**config.mk**
```make
export PLATFORM = sky130hd
export DESIGN_NAME = completion_event_gen
export DESIGN_NICKNAME = d
export VERILOG_FILES = /design/src/design/evgen_pkg.sv /design/src/design/completion_event_gen.sv
export SDC_FILE = /design/constraint.sdc
export NUM_CORES = 1
export LEC_CHECK = 0
export BUFFER_PORTS_ARGS = -buffer_cell sky130_fd_sc_hd__buf_2
export CAP_MARGIN = 10
export CORE_MARGIN = 2
export CORE_UTILIZATION = 41
export DETAILED_ROUTE_END_ITERATION = 10
export PLACE_DENSITY = 0.74
export RECOVER_POWER = 25
export SLEW_MARGIN = 20
export SYNTH_ARGS = -nofsm -noshare
export SYNTH_HDL_FRONTEND = slang
export SYNTH_SLANG_ARGS = --single-unit
```
**constraint.sdc**
```tcl
create_clock -name core_clk_i -period 8.25 [get_ports core_clk_i]
set_input_delay 0.4125 -clock core_clk_i [delete_from_list [all_inputs] [get_ports core_clk_i]]
set_output_delay 0.4125 -clock core_clk_i [all_outputs]
set_load 0.01 [all_outputs]
```
**src/design/evgen_pkg.sv**
```systemverilog
// Constants and types shared by the completion event generator.
package evgen_pkg;

    // ------------------------------------------------------------
    // Widths
    // ------------------------------------------------------------
    localparam int LEN_W  = 17;
    localparam int JOB_W  = 24;
    localparam int MPS_W  = 11;
    localparam int ADDR_W = 64;
    localparam int PA_W   = 8;

    // ------------------------------------------------------------
    // Completion codes carried by events
    // ------------------------------------------------------------
    localparam logic [7:0] CC_NONE    = 8'h00;
    localparam logic [7:0] CC_SUCCESS = 8'h01;
    localparam logic [7:0] CC_SHORT   = 8'h02;
    localparam logic [7:0] CC_MISSED  = 8'h03;
    localparam logic [7:0] CC_LOST    = 8'h04;

    // ------------------------------------------------------------
    // Register map and fields
    // ------------------------------------------------------------
    localparam logic [PA_W-1:0] REG_CTRL   = 8'h00;
    localparam logic [PA_W-1:0] REG_STATUS = 8'h04;
    localparam logic [PA_W-1:0] REG_MPS    = 8'h08;
    localparam logic [PA_W-1:0] REG_JOBSZ  = 8'h0c;
    localparam logic [PA_W-1:0] REG_PKTCNT = 8'h10;

    localparam int CTRL_ENABLE   = 0;
    localparam int CTRL_REPOS    = 1;
    localparam int CTRL_DOORBELL = 2;
    localparam int CTRL_CLR_SHRT = 3;

    localparam int STAT_HALTED = 0;
    localparam int STAT_SKIP   = 1;
    localparam int STAT_PEND   = 2;
    localparam int STAT_LOST   = 3;
    localparam int STAT_SHRT   = 4;
    localparam int STAT_BUSY   = 5;
    localparam int STAT_ERRSK  = 6;

    localparam logic [MPS_W-1:0] MPS_RST = 11'h200;

    // ------------------------------------------------------------
    // Entry kinds and processing modes
    // ------------------------------------------------------------
    typedef enum logic [1:0] {
        KIND_NORMAL,
        KIND_MARKER,
        KIND_CHAIN
    } kind_t;

    typedef enum logic [1:0] {
        MODE_RUN,
        MODE_SHORT_SKIP,
        MODE_ERR_SKIP,
        MODE_HALT
    } mode_t;

endpackage

```
**src/design/completion_event_gen.sv**
```systemverilog
// Completion event generator for one transfer ring, with APB registers.

module completion_event_gen
#(
    parameter int LW = evgen_pkg::LEN_W,
    parameter int JW = evgen_pkg::JOB_W,
    parameter int MW = evgen_pkg::MPS_W,
    parameter int AW = evgen_pkg::ADDR_W
) (
    input  wire logic                   core_clk_i,
    input  wire logic                   resetn_i,
    // APB slave
    input  wire logic                   psel_i,
    input  wire logic                   penable_i,
    input  wire logic                   pwrite_i,
    input  wire logic [evgen_pkg::PA_W-1:0] paddr_i,
    input  wire logic [31:0]            pwdata_i,
    output logic      [31:0]            prdata_o,
    output logic                        pready_o,
    output logic                        pslverr_o,
    // Completed ring entries from the transfer engine
    input  wire logic                   ent_valid_i,
    output logic                        ent_ready_o,
    input  wire evgen_pkg::kind_t       ent_kind_i,
    input  wire logic                   completion_notify_flag_i,
    input  wire logic                   short_notify_flag_i,
    input  wire logic                   parse_all_markers_flag_i,
    input  wire logic [LW-1:0]          ent_len_i,
    input  wire logic [LW-1:0]          ent_residue_i,
    input  wire logic                   ent_short_i,
    input  wire logic [7:0]             ent_err_i,
    input  wire logic                   ent_last_i,
    input  wire logic                   ent_isoch_i,
    input  wire logic [AW-1:0]          ent_addr_i,
    input  wire logic [7:0]             ent_slot_i,
    input  wire logic [4:0]             ent_ep_i,
    input  wire logic                   ring_end_i,
    // Completion events toward the event ring writer
    output logic                        ev_valid_o,
    input  wire logic                   ev_ready_i,
    input  wire logic                   ev_sink_full_i,
    output logic      [7:0]             ev_code_o,
    output logic      [JW-1:0]          ev_len_o,
    output logic      [AW-1:0]          ev_addr_o,
    output logic      [7:0]             ev_slot_o,
    output logic      [4:0]             ev_ep_o,
    output logic                        ev_marker_o,
    output logic                        irq_o,
    output logic                        ep_halted_o,
    // IN packet scheduler
    output logic                        pkt_req_o,
    output logic      [MW-1:0]          pkt_size_o,
    input  wire logic                   pkt_ready_i,
    input  wire logic                   rx_valid_i,
    input  wire logic [MW-1:0]          rx_bytes_i
);
    import evgen_pkg::*;

    // ----------------------------------------
    // State
    // ----------------------------------------
    typedef struct packed {
        mode_t           mode;
        logic            marker_seen;
        logic            pend_bnd;
        logic            lost;
        logic            halted;
        logic [JW-1:0]   accum;
        logic            ev_valid;
        logic [7:0]      ev_code;
        logic [JW-1:0]   ev_len;
        logic [AW-1:0]   ev_addr;
        logic [7:0]      ev_slot;
        logic [4:0]      ev_ep;
        logic            ev_marker;
        logic            irq;
        logic            ent_ready;
        logic            enable;
        logic [MW-1:0]   mps;
        logic [JW-1:0]   rem;
        logic [JW-1:0]   pkt_cnt;
        logic            busy;
        logic            pkt_req;
        logic [MW-1:0]   pkt_size;
        logic            short_rx;
        logic            pready;
        logic            pslverr;
        logic [31:0]     prdata;
    } state_t;

    localparam state_t STATE_RST = '{
        mode:     MODE_RUN,
        mps:      MPS_RST,
        ev_code:  CC_NONE,
        default:  '0
    };

    state_t s_r;
    state_t s_nxt;
    logic [1:0] rst_sync_r;
    logic       rst_n;

    // ----------------------------------------
    // Reset release
    // ----------------------------------------
    // Assertion is immediate; release waits two clock edges.
    always_ff @(posedge core_clk_i or negedge resetn_i) begin
        if (!resetn_i) begin
            rst_sync_r <= 2'h0;
        end else begin
            rst_sync_r <= {rst_sync_r[0], 1'b1};
        end
    end
    assign rst_n = rst_sync_r[1];

    // ----------------------------------------
    // Next state
    // ----------------------------------------
    always_comb begin
        logic          setup;
        logic          wr;
        logic          got;
        logic          emit;
        logic [7:0]    e_code;
        logic [JW-1:0] e_len;
        logic          e_mark;
        logic [JW-1:0] moved;
        logic [JW-1:0] step;
        s_nxt  = s_r;
        setup  = psel_i & ~penable_i;
        wr     = psel_i & penable_i & s_r.pready & pwrite_i
                 & ~s_r.pslverr;
        got    = ent_valid_i & s_r.ent_ready;
        emit   = 1'b0;
        e_code = CC_NONE;
        e_len  = '0;
        e_mark = 1'b0;
        moved  = ent_short_i ? JW'(ent_len_i - ent_residue_i)
                             : JW'(ent_len_i);
        step   = '0;
        s_nxt.irq     = 1'b0;
        s_nxt.pkt_req = 1'b0;

        // APB answers one cycle after the setup cycle.
        s_nxt.pready  = setup;
        s_nxt.pslverr = 1'b0;
        s_nxt.prdata  = '0;
        if (setup) begin
            case (paddr_i)
                REG_CTRL: begin
                    s_nxt.prdata[CTRL_ENABLE] = s_r.enable;
                end
                REG_STATUS: begin
                    s_nxt.prdata[STAT_HALTED] = s_r.halted;
                    s_nxt.prdata[STAT_SKIP]   =
                        (s_r.mode == MODE_SHORT_SKIP);
                    s_nxt.prdata[STAT_PEND]   = s_r.pend_bnd;
                    s_nxt.prdata[STAT_LOST]   = s_r.lost;
                    s_nxt.prdata[STAT_SHRT]   = s_r.short_rx;
                    s_nxt.prdata[STAT_BUSY]   = s_r.busy;
                    s_nxt.prdata[STAT_ERRSK]  =
                        (s_r.mode == MODE_ERR_SKIP);
                end
                REG_MPS:    s_nxt.prdata = 32'(s_r.mps);
                REG_JOBSZ:  s_nxt.prdata = 32'(s_r.rem);
                REG_PKTCNT: s_nxt.prdata = 32'(s_r.pkt_cnt);
                default:    s_nxt.pslverr = 1'b1;
            endcase
        end

        // ----------------------------------------
        // Register writes
        // ----------------------------------------
        if (wr && paddr_i == REG_CTRL) begin
            s_nxt.enable = pwdata_i[CTRL_ENABLE];
            if (pwdata_i[CTRL_CLR_SHRT]) begin
                s_nxt.short_rx = 1'b0;
            end
            // Software moves the ring on; the new position is a job start.
            if (pwdata_i[CTRL_REPOS]) begin
                s_nxt.mode        = MODE_RUN;
                s_nxt.halted      = 1'b0;
                s_nxt.pend_bnd    = 1'b0;
                s_nxt.lost        = 1'b0;
                s_nxt.accum       = '0;
                s_nxt.marker_seen = 1'b0;
            end else if (pwdata_i[CTRL_DOORBELL]) begin
                s_nxt.pend_bnd = 1'b0;
            end
        end
        if (wr && paddr_i == REG_MPS) begin
            s_nxt.mps = pwdata_i[MW-1:0];
        end

        // ----------------------------------------
        // IN packet scheduler
        // ----------------------------------------
        // A zero max packet size would never finish, so it starts nothing.
        if (wr && paddr_i == REG_JOBSZ) begin
            s_nxt.rem     = pwdata_i[JW-1:0];
            s_nxt.pkt_cnt = '0;
            s_nxt.busy    = (pwdata_i[JW-1:0] != '0)
                            && (s_r.mps != '0);
        end else if (s_r.busy && pkt_ready_i) begin
            step = (s_r.rem > JW'(s_r.mps)) ? JW'(s_r.mps)
                                            : s_r.rem;
            s_nxt.pkt_req  = 1'b1;
            s_nxt.pkt_size = step[MW-1:0];
            s_nxt.rem      = s_r.rem - step;
            s_nxt.pkt_cnt  = s_r.pkt_cnt + JW'(1);
            s_nxt.busy     = (s_r.rem > JW'(s_r.mps));
        end
        // Detection beats a clear in the same cycle.
        if (rx_valid_i && rx_bytes_i < s_r.pkt_size) begin
            s_nxt.short_rx = 1'b1;
        end

        // ----------------------------------------
        // Event slot drain
        // ----------------------------------------
        if (s_r.ev_valid && ev_ready_i) begin
            s_nxt.ev_valid = 1'b0;
            s_nxt.irq      = 1'b1;
        end

        // ----------------------------------------
        // Entry evaluation
        // ----------------------------------------
        if (got) begin
            case (s_r.mode)
                MODE_RUN: begin
                    case (ent_kind_i)
                        KIND_MARKER: begin
                            if (completion_notify_flag_i) begin
                                emit   = 1'b1;
                                e_code = CC_SUCCESS;
                                e_len  = s_r.accum;
                                e_mark = 1'b1;
                            end
                            s_nxt.accum = '0;
                        end
                        KIND_CHAIN: begin
                            if (completion_notify_flag_i) begin
                                emit   = 1'b1;
                                e_code = CC_SUCCESS;
                            end
                        end
                        default: begin
                            s_nxt.accum = s_r.accum + moved;
                            if (ent_err_i != CC_NONE) begin
                                emit   = 1'b1;
                                e_code = ent_err_i;
                                e_len  = JW'(ent_residue_i);
                                if (!ent_isoch_i) begin
                                    s_nxt.mode   = MODE_HALT;
                                    s_nxt.halted = 1'b1;
                                end else if (ent_err_i == CC_MISSED
                                             && !ent_last_i) begin
                                    s_nxt.mode = MODE_ERR_SKIP;
                                end
                            end else if (ent_short_i) begin
                                if (short_notify_flag_i
                                    || completion_notify_flag_i) begin
                                    emit   = 1'b1;
                                    e_code = CC_SHORT;
                                    e_len  = JW'(ent_residue_i);
                                end
                                if (!ent_last_i) begin
                                    s_nxt.mode = MODE_SHORT_SKIP;
                                    s_nxt.marker_seen = 1'b0;
                                end
                            end else if (completion_notify_flag_i) begin
                                emit   = 1'b1;
                                e_code = CC_SUCCESS;
                            end
                        end
                    endcase
                    if (ent_last_i) begin
                        s_nxt.accum = '0;
                    end
                end
                MODE_SHORT_SKIP: begin
                    if (ent_kind_i == KIND_MARKER) begin
                        if (completion_notify_flag_i
                            && (!s_r.marker_seen
                                || parse_all_markers_flag_i)) begin
                            emit   = 1'b1;
                            e_code = CC_SHORT;
                            e_len  = s_r.accum;
                            e_mark = 1'b1;
                        end
                        s_nxt.marker_seen = 1'b1;
                        s_nxt.accum       = '0;
                    end else if (ent_kind_i == KIND_CHAIN
                                 && completion_notify_flag_i) begin
                        emit   = 1'b1;
                        e_code = CC_SUCCESS;
                    end
                    if (ent_last_i) begin
                        s_nxt.mode  = MODE_RUN;
                        s_nxt.accum = '0;
                    end
                end
                MODE_ERR_SKIP: begin
                    if (ent_last_i) begin
                        s_nxt.mode  = MODE_RUN;
                        s_nxt.accum = '0;
                    end
                end
                default: begin
                end
            endcase
        end

        // Enqueue reached while skipping to a job boundary after a missed isoch entry.
        if (ring_end_i && s_r.mode == MODE_ERR_SKIP) begin
            s_nxt.pend_bnd = 1'b1;
        end

        // ----------------------------------------
        // Event load
        // ----------------------------------------
        // One slot keeps events in entry order; a full ring loses it.
        if (emit) begin
            if (ev_sink_full_i) begin
                s_nxt.lost   = 1'b1;
                s_nxt.halted = 1'b1;
                s_nxt.mode   = MODE_HALT;
            end else begin
                s_nxt.ev_valid  = 1'b1;
                s_nxt.ev_code   = e_code;
                s_nxt.ev_len    = e_len;
                s_nxt.ev_addr   = ent_addr_i;
                s_nxt.ev_slot   = ent_slot_i;
                s_nxt.ev_ep     = ent_ep_i;
                s_nxt.ev_marker = e_mark;
            end
        end

        // Entries wait while an event is pending or the ring is held.
        s_nxt.ent_ready = s_nxt.enable && !s_nxt.ev_valid
                          && s_nxt.mode != MODE_HALT
                          && !s_nxt.pend_bnd
                          && !(got && emit);
    end

    // ----------------------------------------
    // State register
    // ----------------------------------------
    always_ff @(posedge core_clk_i or negedge rst_n) begin
        if (!rst_n) begin
            s_r <= STATE_RST;
        end else begin
            s_r <= s_nxt;
        end
    end

    // ----------------------------------------
    // Outputs
    // ----------------------------------------
    assign prdata_o    = s_r.prdata;
    assign pready_o    = s_r.pready;
    assign pslverr_o   = s_r.pslverr;
    assign ent_ready_o = s_r.ent_ready;
    assign ev_valid_o  = s_r.ev_valid;
    assign ev_code_o   = s_r.ev_code;
    assign ev_len_o    = s_r.ev_len;
    assign ev_addr_o   = s_r.ev_addr;
    assign ev_slot_o   = s_r.ev_slot;
    assign ev_ep_o     = s_r.ev_ep;
    assign ev_marker_o = s_r.ev_marker;
    assign irq_o       = s_r.irq;
    assign ep_halted_o = s_r.halted;
    assign pkt_req_o   = s_r.pkt_req;
    assign pkt_size_o  = s_r.pkt_size;

endmodule

```
==> results of run 1 <==
==> critical path, stage by stage (launching register included) <==
cell	delay, ns
dfrtp_1	0.48
ha_1	0.35
nor2b_1	0.13
o21a_1	0.15
o21ai_0	0.18
a211oi_1	0.12
nor4b_1	0.29
o311a_1	0.75
mux2_2	0.34
ha_1	0.21
inv_1	0.07
fa_1	0.42
a21o_1	0.19
a21o_1	0.21
a2111o_1	0.47
a41oi_1	0.39
o21ba_2	0.23
nand2_1	0.08
xor2_1	0.17
o21ai_1	0.08
==> power by group <==
group	leakage, nW	total [W]	internal, W	switching (W)
clock network	0.490	0.00132	0.000814	0.000505
registers	3.36	0.00123	0.00121	0.0000140
logic	4.56	0.000339	0.000144	0.000196
==> final cells by class <==
| class | count | share of cell area |
|---|---|---|
| Multi-Input combinational cell | 1194 | 0.424 |
| Sequential cell | 245 | 0.369 |
| Timing Repair Buffer | 343 | 0.0973 |
| Clock buffer | 43 | 0.0523 |
| Tap cell | 461 | 0.0347 |
| Inverter | 65 | 0.0147 |
| Clock inverter | 9 | 0.00739 |
| Antenna cell | 3 | 0.000452 |
==> state kept, by name, indices dropped and copies added (netlist names), 2 cells and up <==
name / flops
s_r: 91
ev_addr_o: 64
ev_len_o: 24
prdata_o: 24
pkt_size_o: 11
ev_code_o: 8
ev_slot_o: 8
ev_ep_o: 5
rst_sync_r: 2
==> logic make-up (layout without fill, tap and decap cells) <==
family          after synthesis  after routing  synth area share
flops                       245            245             0.415
other cells                   2             12          0.000508
mux                          25             25            0.0180
xor+xnor                     64             64            0.0379
fa+ha+maj                    83             83            0.0718
simple gates                696            696             0.202
buf+inv                     279            460             0.113
compound gates              317            317             0.142
==> Yosys cell counts, drive strengths merged, types with 8 or more instances <==
| cell | number | area (um^2) |
|---|---|---|
| o21a | 18 | 135 |
| and3 | 11 | 68.8 |
| a22oi | 13 | 97.6 |
| a21o | 19 | 143 |
| a222oi | 11 | 110 |
| inv | 65 | 244 |
| buf | 171 | 1260 |
| a31oi | 12 | 75.1 |
| mux2 | 13 | 146 |
| nand3 | 40 | 200 |
| ha | 80 | 1000 |
| nor2b | 9 | 56.3 |
| clkbuf | 43 | 161 |
| dfrtp | 244 | 6110 |
| nor2 | 149 | 559 |
| or3 | 18 | 113 |
| nand2 | 384 | 1440 |
| nor3 | 21 | 105 |
| a221oi | 18 | 158 |
| nand4 | 11 | 68.8 |
| xnor2 | 28 | 245 |
| mux2i | 12 | 120 |
| a211oi | 16 | 120 |
| and2 | 8 | 50.1 |
| a21oi | 68 | 340 |
| o21ai | 82 | 410 |
| nor4 | 14 | 93.8 |
| nand2b | 15 | 93.8 |
| xor2 | 36 | 315 |
==> worst paths after layout <==
path,startpoint,endpoint,cells past startpoint
setup reg to reg,s_r[73],s_r[92],19
setup / recovery,s_r[73],s_r[92],19
max in group asynchronous,rst_sync_r[1],s_r[224],2
hold reg to reg,rst_sync_r[0],rst_sync_r[1],0
hold / removal,ent_addr_i[57],ev_addr_o[57],3
min in group asynchronous,resetn_i,rst_sync_r[1],2
==> layer usage <==
metal / global-route usage / routed length [um]
met2: 0.344 / 18700
met3: 0.0339 / 2780
met5: 0 / 49
met1: 0.274 / 17400
met4: 0.0662 / 1090
==> stage by stage <==
step                area [um^2]  total power (W)  worst slack, ns  hold slack [ns]
floorplan                 14800          0.00148            0.919            0.117
global placement          15700          0.00158             3.01            0.197
detailed placement        15700          0.00158             2.91            0.199
CTS                       16700          0.00291             2.87           0.0363
global route              16600          0.00301             2.53           0.0375
finish                    16600          0.00289             2.78           0.0558
==> timing repair <==
action / 4_1_cts / 5_1_grt
endpoints found under the hold margin: 2 / 0
gates resized for setup: 0 / 0
hold buffers: 1 / 0
==> flow_summary.ini, run 1 <==
[status]
outcome = finished with violations
violations = max-capacitance violations, max-slew violations

[yosys]
synth-edff-count = 0
yosys_warnings = 0
ys_async_sr_fraction = 1.00
synth_area_mm2 = 0.0148
synth-main-ff-cell = dfrtp_1
synth.distinct_cells = 66
syn_inst = 1711
syn_avg_cell_area_um2 = 8.63
ys_ff_latch = 245
seq_area_frac_synth = 0.415

[worst_setup_path]
cp.required_ns = 8.64
path_class = reg2reg
cp_max_fo = 12
reg2reg_slack_ns = 2.78
critPathLaunchType = register
crit_path_end_kind = register
cp.arrival_ns = 5.86

[cells_and_area]
mostFrequentLayoutCell = nand2_1
regArea_mm2 = 0.00613
nNetsFinal = 2149
fillers = 3427
stdcell_count = 2363
fin_util = 0.468
multiInputGateArea_mm2 = 0.00703
drive_gt1_frac = 0.159
syn_to_final_growth_pct = 12.4
layout_common_cells = 384 x nand2_1, 244 x dfrtp_1, 221 x buf_2, 148 x nor2_1, 116 x clkbuf_1

[timing]
period_share = 0.663
maxSlewViolCount = 47
finalHoldViolCount = 0
fin_worst_skew_ns = 0.0120
timing.slew.headroom = -0.397
setup_tns_ns = 0
setup_violations = 0
rsz0062_at_grt = false
fmax_mhz = 183
worst_pin_slew_ns = 2.10
period_minus_slack_ns = 5.47

[clock_tree]
clkLatencyLatePin_ns = 0.55
cts_tree = built
cts_made_buffers = 28
clkTransAtPathRegs_ns = 0.06
htreeDepth = 1
post_cts_buffers = 0
cts-root-buf = clkbuf_16
clock-sinks = 245
cts_max_path_buffers = 3

[drt]
vias = 12552
post_drt_wl_per_cell_um = 16.9
wirelength_um = 40000
drc = 0
via_per_inst = 5.31
drt.antenna.violating_nets = 0
dr.pass1.iters = 8
drt_iter0_markers = 829

[die]
fp-row-count = 69
core-area_mm2 = 0.0355
initial_utilization = 0.416
fp.dieW_um = 194
fp.dieH_um = 194
pin_count = 349
dieArea_mm2 = 0.0376

[global_routing]
grt_overflow = 0
grt_pass1_wl_um = 63900
grt_max_degree = 112
antenna_found_initial = 7
grt_pass1_vias = 12421
grt_use_total = 0.206

[placed_design]
dp.cells = 2307
port_buffers = 332
hpwl_um = 29600
gp_congestion = 0.907

[power_and_ir_drop]
power.static_leakage_nw = 8.41
powerDensity_mw_per_mm2 = 174
peakVddDrop_uv = 131

[min_path]
min_path_type = in2reg

[job]
maxCapViolations = 1
No activity file was read; power rests on OpenSTA's default activity.
==> run 2: changes to the inputs <==
ABC_AREA = 1   (was not set)
PLACE_DENSITY = 0.75   (was 0.74)
clock period = 4.45 ns   (was 8.25 ns; I/O delays follow)
==> run 2 against run 1 <==
- setup slack got worse by 2.5 ns
- synthesized area up 10%
- global-route usage grew 4.3 points
- sequential cell count is the same
- critical path type unchanged
- sequential share of layout area down 5.1 points
- the run still ends with max-capacitance violations, max-slew violations left
==> flow_summary.ini, run 2 <==
[clock_tree]
cts_made_buffers = 29
clock-sinks = 245
htreeDepth = 1
clkTransAtPathRegs_ns = 0.06
cts-root-buf = clkbuf_16
cts_tree = built
clkLatencyLatePin_ns = 0.56
cts_max_path_buffers = 3

[yosys]
synth_area_leader_cell = dfrtp_1
ys_async_sr_fraction = 1.00
synth_most_common_cell = nand2_1
yosys_warnings = 0
seq_area_frac_synth = 0.377
synth.top_cells.by_area = dfrtp_1 38%, nand2_1 17%, buf_4 7.5%
synth-edff-count = 0
syn_inst = 2234
synth.distinct_cells = 55
synth_top_area_share = 0.376
syn_avg_cell_area_um2 = 7.28
synth-main-ff-cell = dfrtp_1
netlist_top_cells_count = 749 x nand2_1, 244 x dfrtp_1, 236 x inv_1, 162 x buf_4, 147 x nand3_1
ys_ff_latch = 245
synth_area_mm2 = 0.0163

[worst_setup_path]
reg2reg_slack_ns = 0.27
cp_slowest_cell = dfstp_2
cp.required_ns = 4.90
cp.arrival_ns = 4.62
cp_max_fo = 11
crit_path_end_kind = register
slowest_delay_ns = 0.53
cp_cell_sequence = inv_1 -> ha_1 -> nand2_1 -> nor2_1 -> nand3_1 -> nor4_1 -> nand3_1 -> nand2_1 -> nand2_1 -> nand2_1 -> ha_1 -> a21oi_1 -> o21ai_0 -> nand2_1 -> nand3b_1 -> nor2_1 -> nand4_1 -> nand3_1 -> nand2_1
path_class = reg2reg
critPathLaunchType = register
crit_top_cell = nand2_1

[global_routing]
grt_overflow = 0
grt_max_degree = 126
antenna_found_initial = 5
grt_pass1_vias = 15427
grt_use_total = 0.249
grt_pass1_wl_um = 81700

[placed_design]
dp.cells = 2903
hpwl_um = 39700
gp_congestion = 0.978
dpl_worst_slack_ns = 0.472
port_buffers = 332

[timing]
timing.slew.headroom = -0.451
timing.final.ws_setup_ns = 0.274
finalHoldViolCount = 0
maxSlewViolCount = 54
period_share = 0.938
rsz0062_at_grt = false
worst_pin_slew_ns = 2.18
fin_worst_skew_ns = 0.0160
setup_tns_ns = 0
setup_violations = 0
fmax_mhz = 239
period_minus_slack_ns = 4.18

[drt]
wirelength_um = 52900
via_per_inst = 5.19
drc = 0
post_drt_wl_per_cell_um = 17.3
wl_met2_um = 25400
m1WireLength_um = 22000
top_layer = met5
vias = 15901
dr.pass1.iters = 5
drt_iter0_markers = 1242
drt.antenna.violating_nets = 0
route.met3.wl_um = 3460

[power_and_ir_drop]
powerDensity_mw_per_mm2 = 377
peakVddDrop_uv = 327
power.static_leakage_nw = 10.1
finalPower_w = 0.00726

[cells_and_area]
drive_gt1_frac = 0.135
syn_to_final_growth_pct = 18.3
largest_reg_flops = 91
top_register = s_r
fin_util = 0.494
nNetsFinal = 2794
layout_common_cells = 749 x nand2_1, 244 x dfrtp_1, 236 x inv_1, 228 x buf_2, 147 x nand3_1
mostFrequentLayoutCell = nand2_1
stdcell_count = 3065

[status]
outcome = finished with violations
violations = max-capacitance violations, max-slew violations

[min_path]
min_path_type = in2reg

[die]
fp.dieW_um = 203
dieArea_mm2 = 0.0413
fp-row-count = 72
fp.dieH_um = 203
pin_count = 349
core-area_mm2 = 0.0389
initial_utilization = 0.418

[job]
maxCapViolations = 1
## run 2: area by class of cell
type                    count  area [um^2]
repair buffers            453         2730
flip-flops and latches    245         6130
multi-input cells        1541         7740
clock buffers              36          802
diodes                      3         7.51
clock inverters            17          218
inverters                 252          953
well taps                 518          648
fillers                  3843        19700
## run 2: cells by family (layout without fill, tap and decap cells)
group	after synthesis	after routing	share of synthesized area
AND/OR/NAND/NOR	1129	1129	0.290
buffers and inverters	455	758	0.148
AO/OA/AOI/OAI	304	304	0.110
flip-flops	245	245	0.377
adder cells (fa/ha/maj)	83	83	0.0653
XOR/XNOR	16	16	0.00862
other	2	12	0.000462
## run 2: final timing paths
kind | from | end | cells after the start
worst max register to register | s_r[105] | s_r[91] | 19
max in group asynchronous | rst_sync_r[1] | ev_len_o[22] | 1
worst max-delay path | s_r[105] | s_r[91] | 19
worst min-delay path | ent_residue_i[10] | ev_len_o[10] | 5
worst min register to register | rst_sync_r[0] | rst_sync_r[1] | 0
min in group asynchronous | resetn_i | rst_sync_r[0] | 3
## run 2: per-stage QoR
stage / hold WS, ns / area [um^2]
floorplan: -0.0731 / 16300
detailed placement: 0.0151 / 17300
finish: 0.0558 / 19200
global placement: 0.0120 / 17300
CTS: 0.0229 / 19400
global route: 0.0504 / 19200
## run 2: timing repair
item                                   4_1_cts  5_1_grt
endpoints found under the hold margin      109        0
buffers inserted                             0        0
resized for setup                            0        0
hold buffers                               106        0
## run 2: worst max-delay path, delay by kind of cell, from the launching register on
kind                       cells  cell delay [ns]
adders and majority gates      2             0.57
DFF                            1             0.53
and+or+nand+nor               14             2.47
buffers and inverters          1             0.08
AOI/OAI and AO/OA              2             0.42
## run 2: layer usage
metal / up-vias / global-route usage
met5: - / 0
li1: 7657 / -
met4: 6 / 0.0941
met2: 637 / 0.428
met3: 131 / 0.0363
met1: 7470 / 0.317
## run 2: power breakdown
part	switching [W]	internal (W)
Sequential	0.000208	0.00237
Combinational	0.00136	0.000781
Clock	0.00101	0.00152
Total	0.00258	0.00467
==> run 3: changes to the inputs <==
CELL_PAD_IN_SITES_DETAIL_PLACEMENT = 1   (was not set)
CELL_PAD_IN_SITES_GLOBAL_PLACEMENT = 2   (was not set)
CORE_MARGIN = 1   (was 2)
CORE_UTILIZATION = 28   (was 41)
PLACE_DENSITY = 0.87   (was 0.75)
==> run 3 against run 2 <==
- largest cell class unchanged
- via count up 0.26%
- largest power group is now the clock network
- register-to-register slack improved by 0.16 ns
- the run still ends with max-capacitance violations, max-slew violations left
- highest routed layer is now met4
- fmax increased by 4.1%
- combinational power rose by 4%
- routed wire length grew 18%
- clock skew up 0.013 ns
==> flow_summary.ini, run 3 (synthesis results as in run 2) <==
[global_routing]
grt_pass1_wl_um = 96300
grt_use_total = 0.208
grt_pass1_vias = 16964
use_met1 = 0.255
met3_usage = 0.0252
busiest_layer = met2
use_met2 = 0.374
grt_overflow = 0
grt_max_degree = 126
antenna_found_initial = 2

[worst_setup_path]
cp_cell_sequence = inv_1 -> ha_1 -> nand2_1 -> nor2_1 -> nand3_1 -> nor4_1 -> nand3_1 -> buf_4 -> nand3_1 -> nand2_1 -> ha_1 -> nand2_1 -> nor2_1 -> nand2_1 -> nand2_1 -> nand2_1 -> nor2_1 -> nor2_1 -> or2_2 -> nand3_1 -> nand3_1
critPathLaunchType = register
crit_path_end_kind = register
cp_slowest_cell = dfstp_2
cp.arrival_ns = 4.49
path_class = reg2reg
critPathLaunch = s_r[105]
slowest_delay_ns = 0.53
timing.rr.start = s_r[105]
cp.required_ns = 4.93
crit_top_cell = nand2_1
cp_max_fo = 12

[clock_tree]
htreeDepth = 1
clkLatencyLatePin_ns = 0.60
post_cts_buffers = 0
cts-root-buf = clkbuf_16
clock-sinks = 245
cts_max_path_buffers = 3
cts_tree = built
clkTransAtPathRegs_ns = 0.06
cts_hold_buf = 108
cts_made_buffers = 31
post_cts_resized = 0

[drt]
post_drt_wl_per_cell_um = 18.9
drt_iter0_markers = 918
dr.pass1.iters = 5
drt.antenna.violating_nets = 0
drc = 0
via_per_inst = 4.82
vias = 15942
wirelength_um = 62400

[die]
initial_utilization = 0.286
fp.dieW_um = 243
fp-row-count = 87
core-area_mm2 = 0.0568
dieArea_mm2 = 0.0590
fp.dieH_um = 243
pin_count = 349

[placed_design]
dp.cells = 3141
port_buffers = 332
gp_congestion = 0.899
hpwl_um = 46900

[timing]
setup_violations = 0
period_share = 0.902
period_minus_slack_ns = 4.01
timing.slew.headroom = -0.439
setup_tns_ns = 0
fin_worst_skew_ns = 0.0286
fmax_mhz = 249
maxSlewViolCount = 47
finalHoldViolCount = 0
worst_pin_slew_ns = 2.16
rsz0062_at_grt = false

[cells_and_area]
layout_common_cells = 749 x nand2_1, 244 x dfrtp_1, 236 x inv_1, 223 x buf_2, 147 x nand3_1
largest_reg_flops = 91
mostFrequentLayoutCell = nand2_1
nNetsFinal = 2798
stdcell_count = 3309
syn_to_final_growth_pct = 20.2
fin_util = 0.344
drive_gt1_frac = 0.132
top_register = s_r

[power_and_ir_drop]
power.static_leakage_nw = 10.1
peakVddDrop_uv = 281
powerDensity_mw_per_mm2 = 380

[job]
maxCapViolations = 1

[min_path]
hold_start = ent_residue_i[8]
min_path_type = in2reg

[status]
violations = max-capacitance violations, max-slew violations
outcome = finished with violations
[run 3: changes by cell type in the layout (fill, tap and decap cells not counted), sizes merged]
cell         delta
buf             -5
dlygate4sd3     +2
clkinvlp        -3
diode           -1
inv             +1
bufinv          -1
clkbuf         +13
[run 3: area by class of cell]
cell class              instances  area [um^2]
diodes                          2         5.00
clock buffers                  44          875
repair buffers                455         2740
multi-input cells            1541         7730
inverters                     252          953
well taps                     756          946
clock inverters                14          155
flip-flops and latches        245         6130
fillers                      7220        37300
[run 3: routing by layer]
metal	routed length, um	up-vias
met5	0	-
met4	2050	0
met3	2290	111
met2	31800	351
met1	26300	7844
li1	-	7636
[run 3: through the flow]
step	instance area (um^2)	setup slack, ns	total power (W)	hold WS [ns]
final	19500	0.438	0.00742	0.0255
after global routing	19500	0.0877	0.00786	0.0292
after CTS	19700	0.459	0.00748	0.00235
after detailed placement	17600	0.513	0.00476	0.0109
after global placement	17600	0.558	0.00469	0.0101
after floorplan	16300	0.429	0.00402	-0.0731
[run 3: path summary, 6_finish.rpt]
path / endpoint / slack [ns] / depth (start not counted)
setup / recovery: s_r[86] / 0.44 / 21
hold / removal: ev_len_o[8] / 0.03 / 5
setup reg to reg: s_r[86] / 0.44 / 21
hold reg to reg: rst_sync_r[1] / 0.35 / 0
max in group asynchronous: pkt_size_o[0] / 1.77 / 1
min in group asynchronous: rst_sync_r[0] / 0.48 / 3
[run 3: worst max-delay path, delay by kind of cell, from the launching register on]
kind | cells | cell delay, ns
flip-flops | 1 | 0.53
adder cells (fa/ha/maj) | 2 | 0.69
buffers and inverters | 2 | 0.31
AND/OR/NAND/NOR | 17 | 2.35
[run 3: report_power, final]
part           internal [W]  switching [W]  total (W)
logic              0.000800        0.00143    0.00223
clock network       0.00154        0.00106    0.00260
registers           0.00238       0.000218    0.00259
total               0.00471        0.00271    0.00742
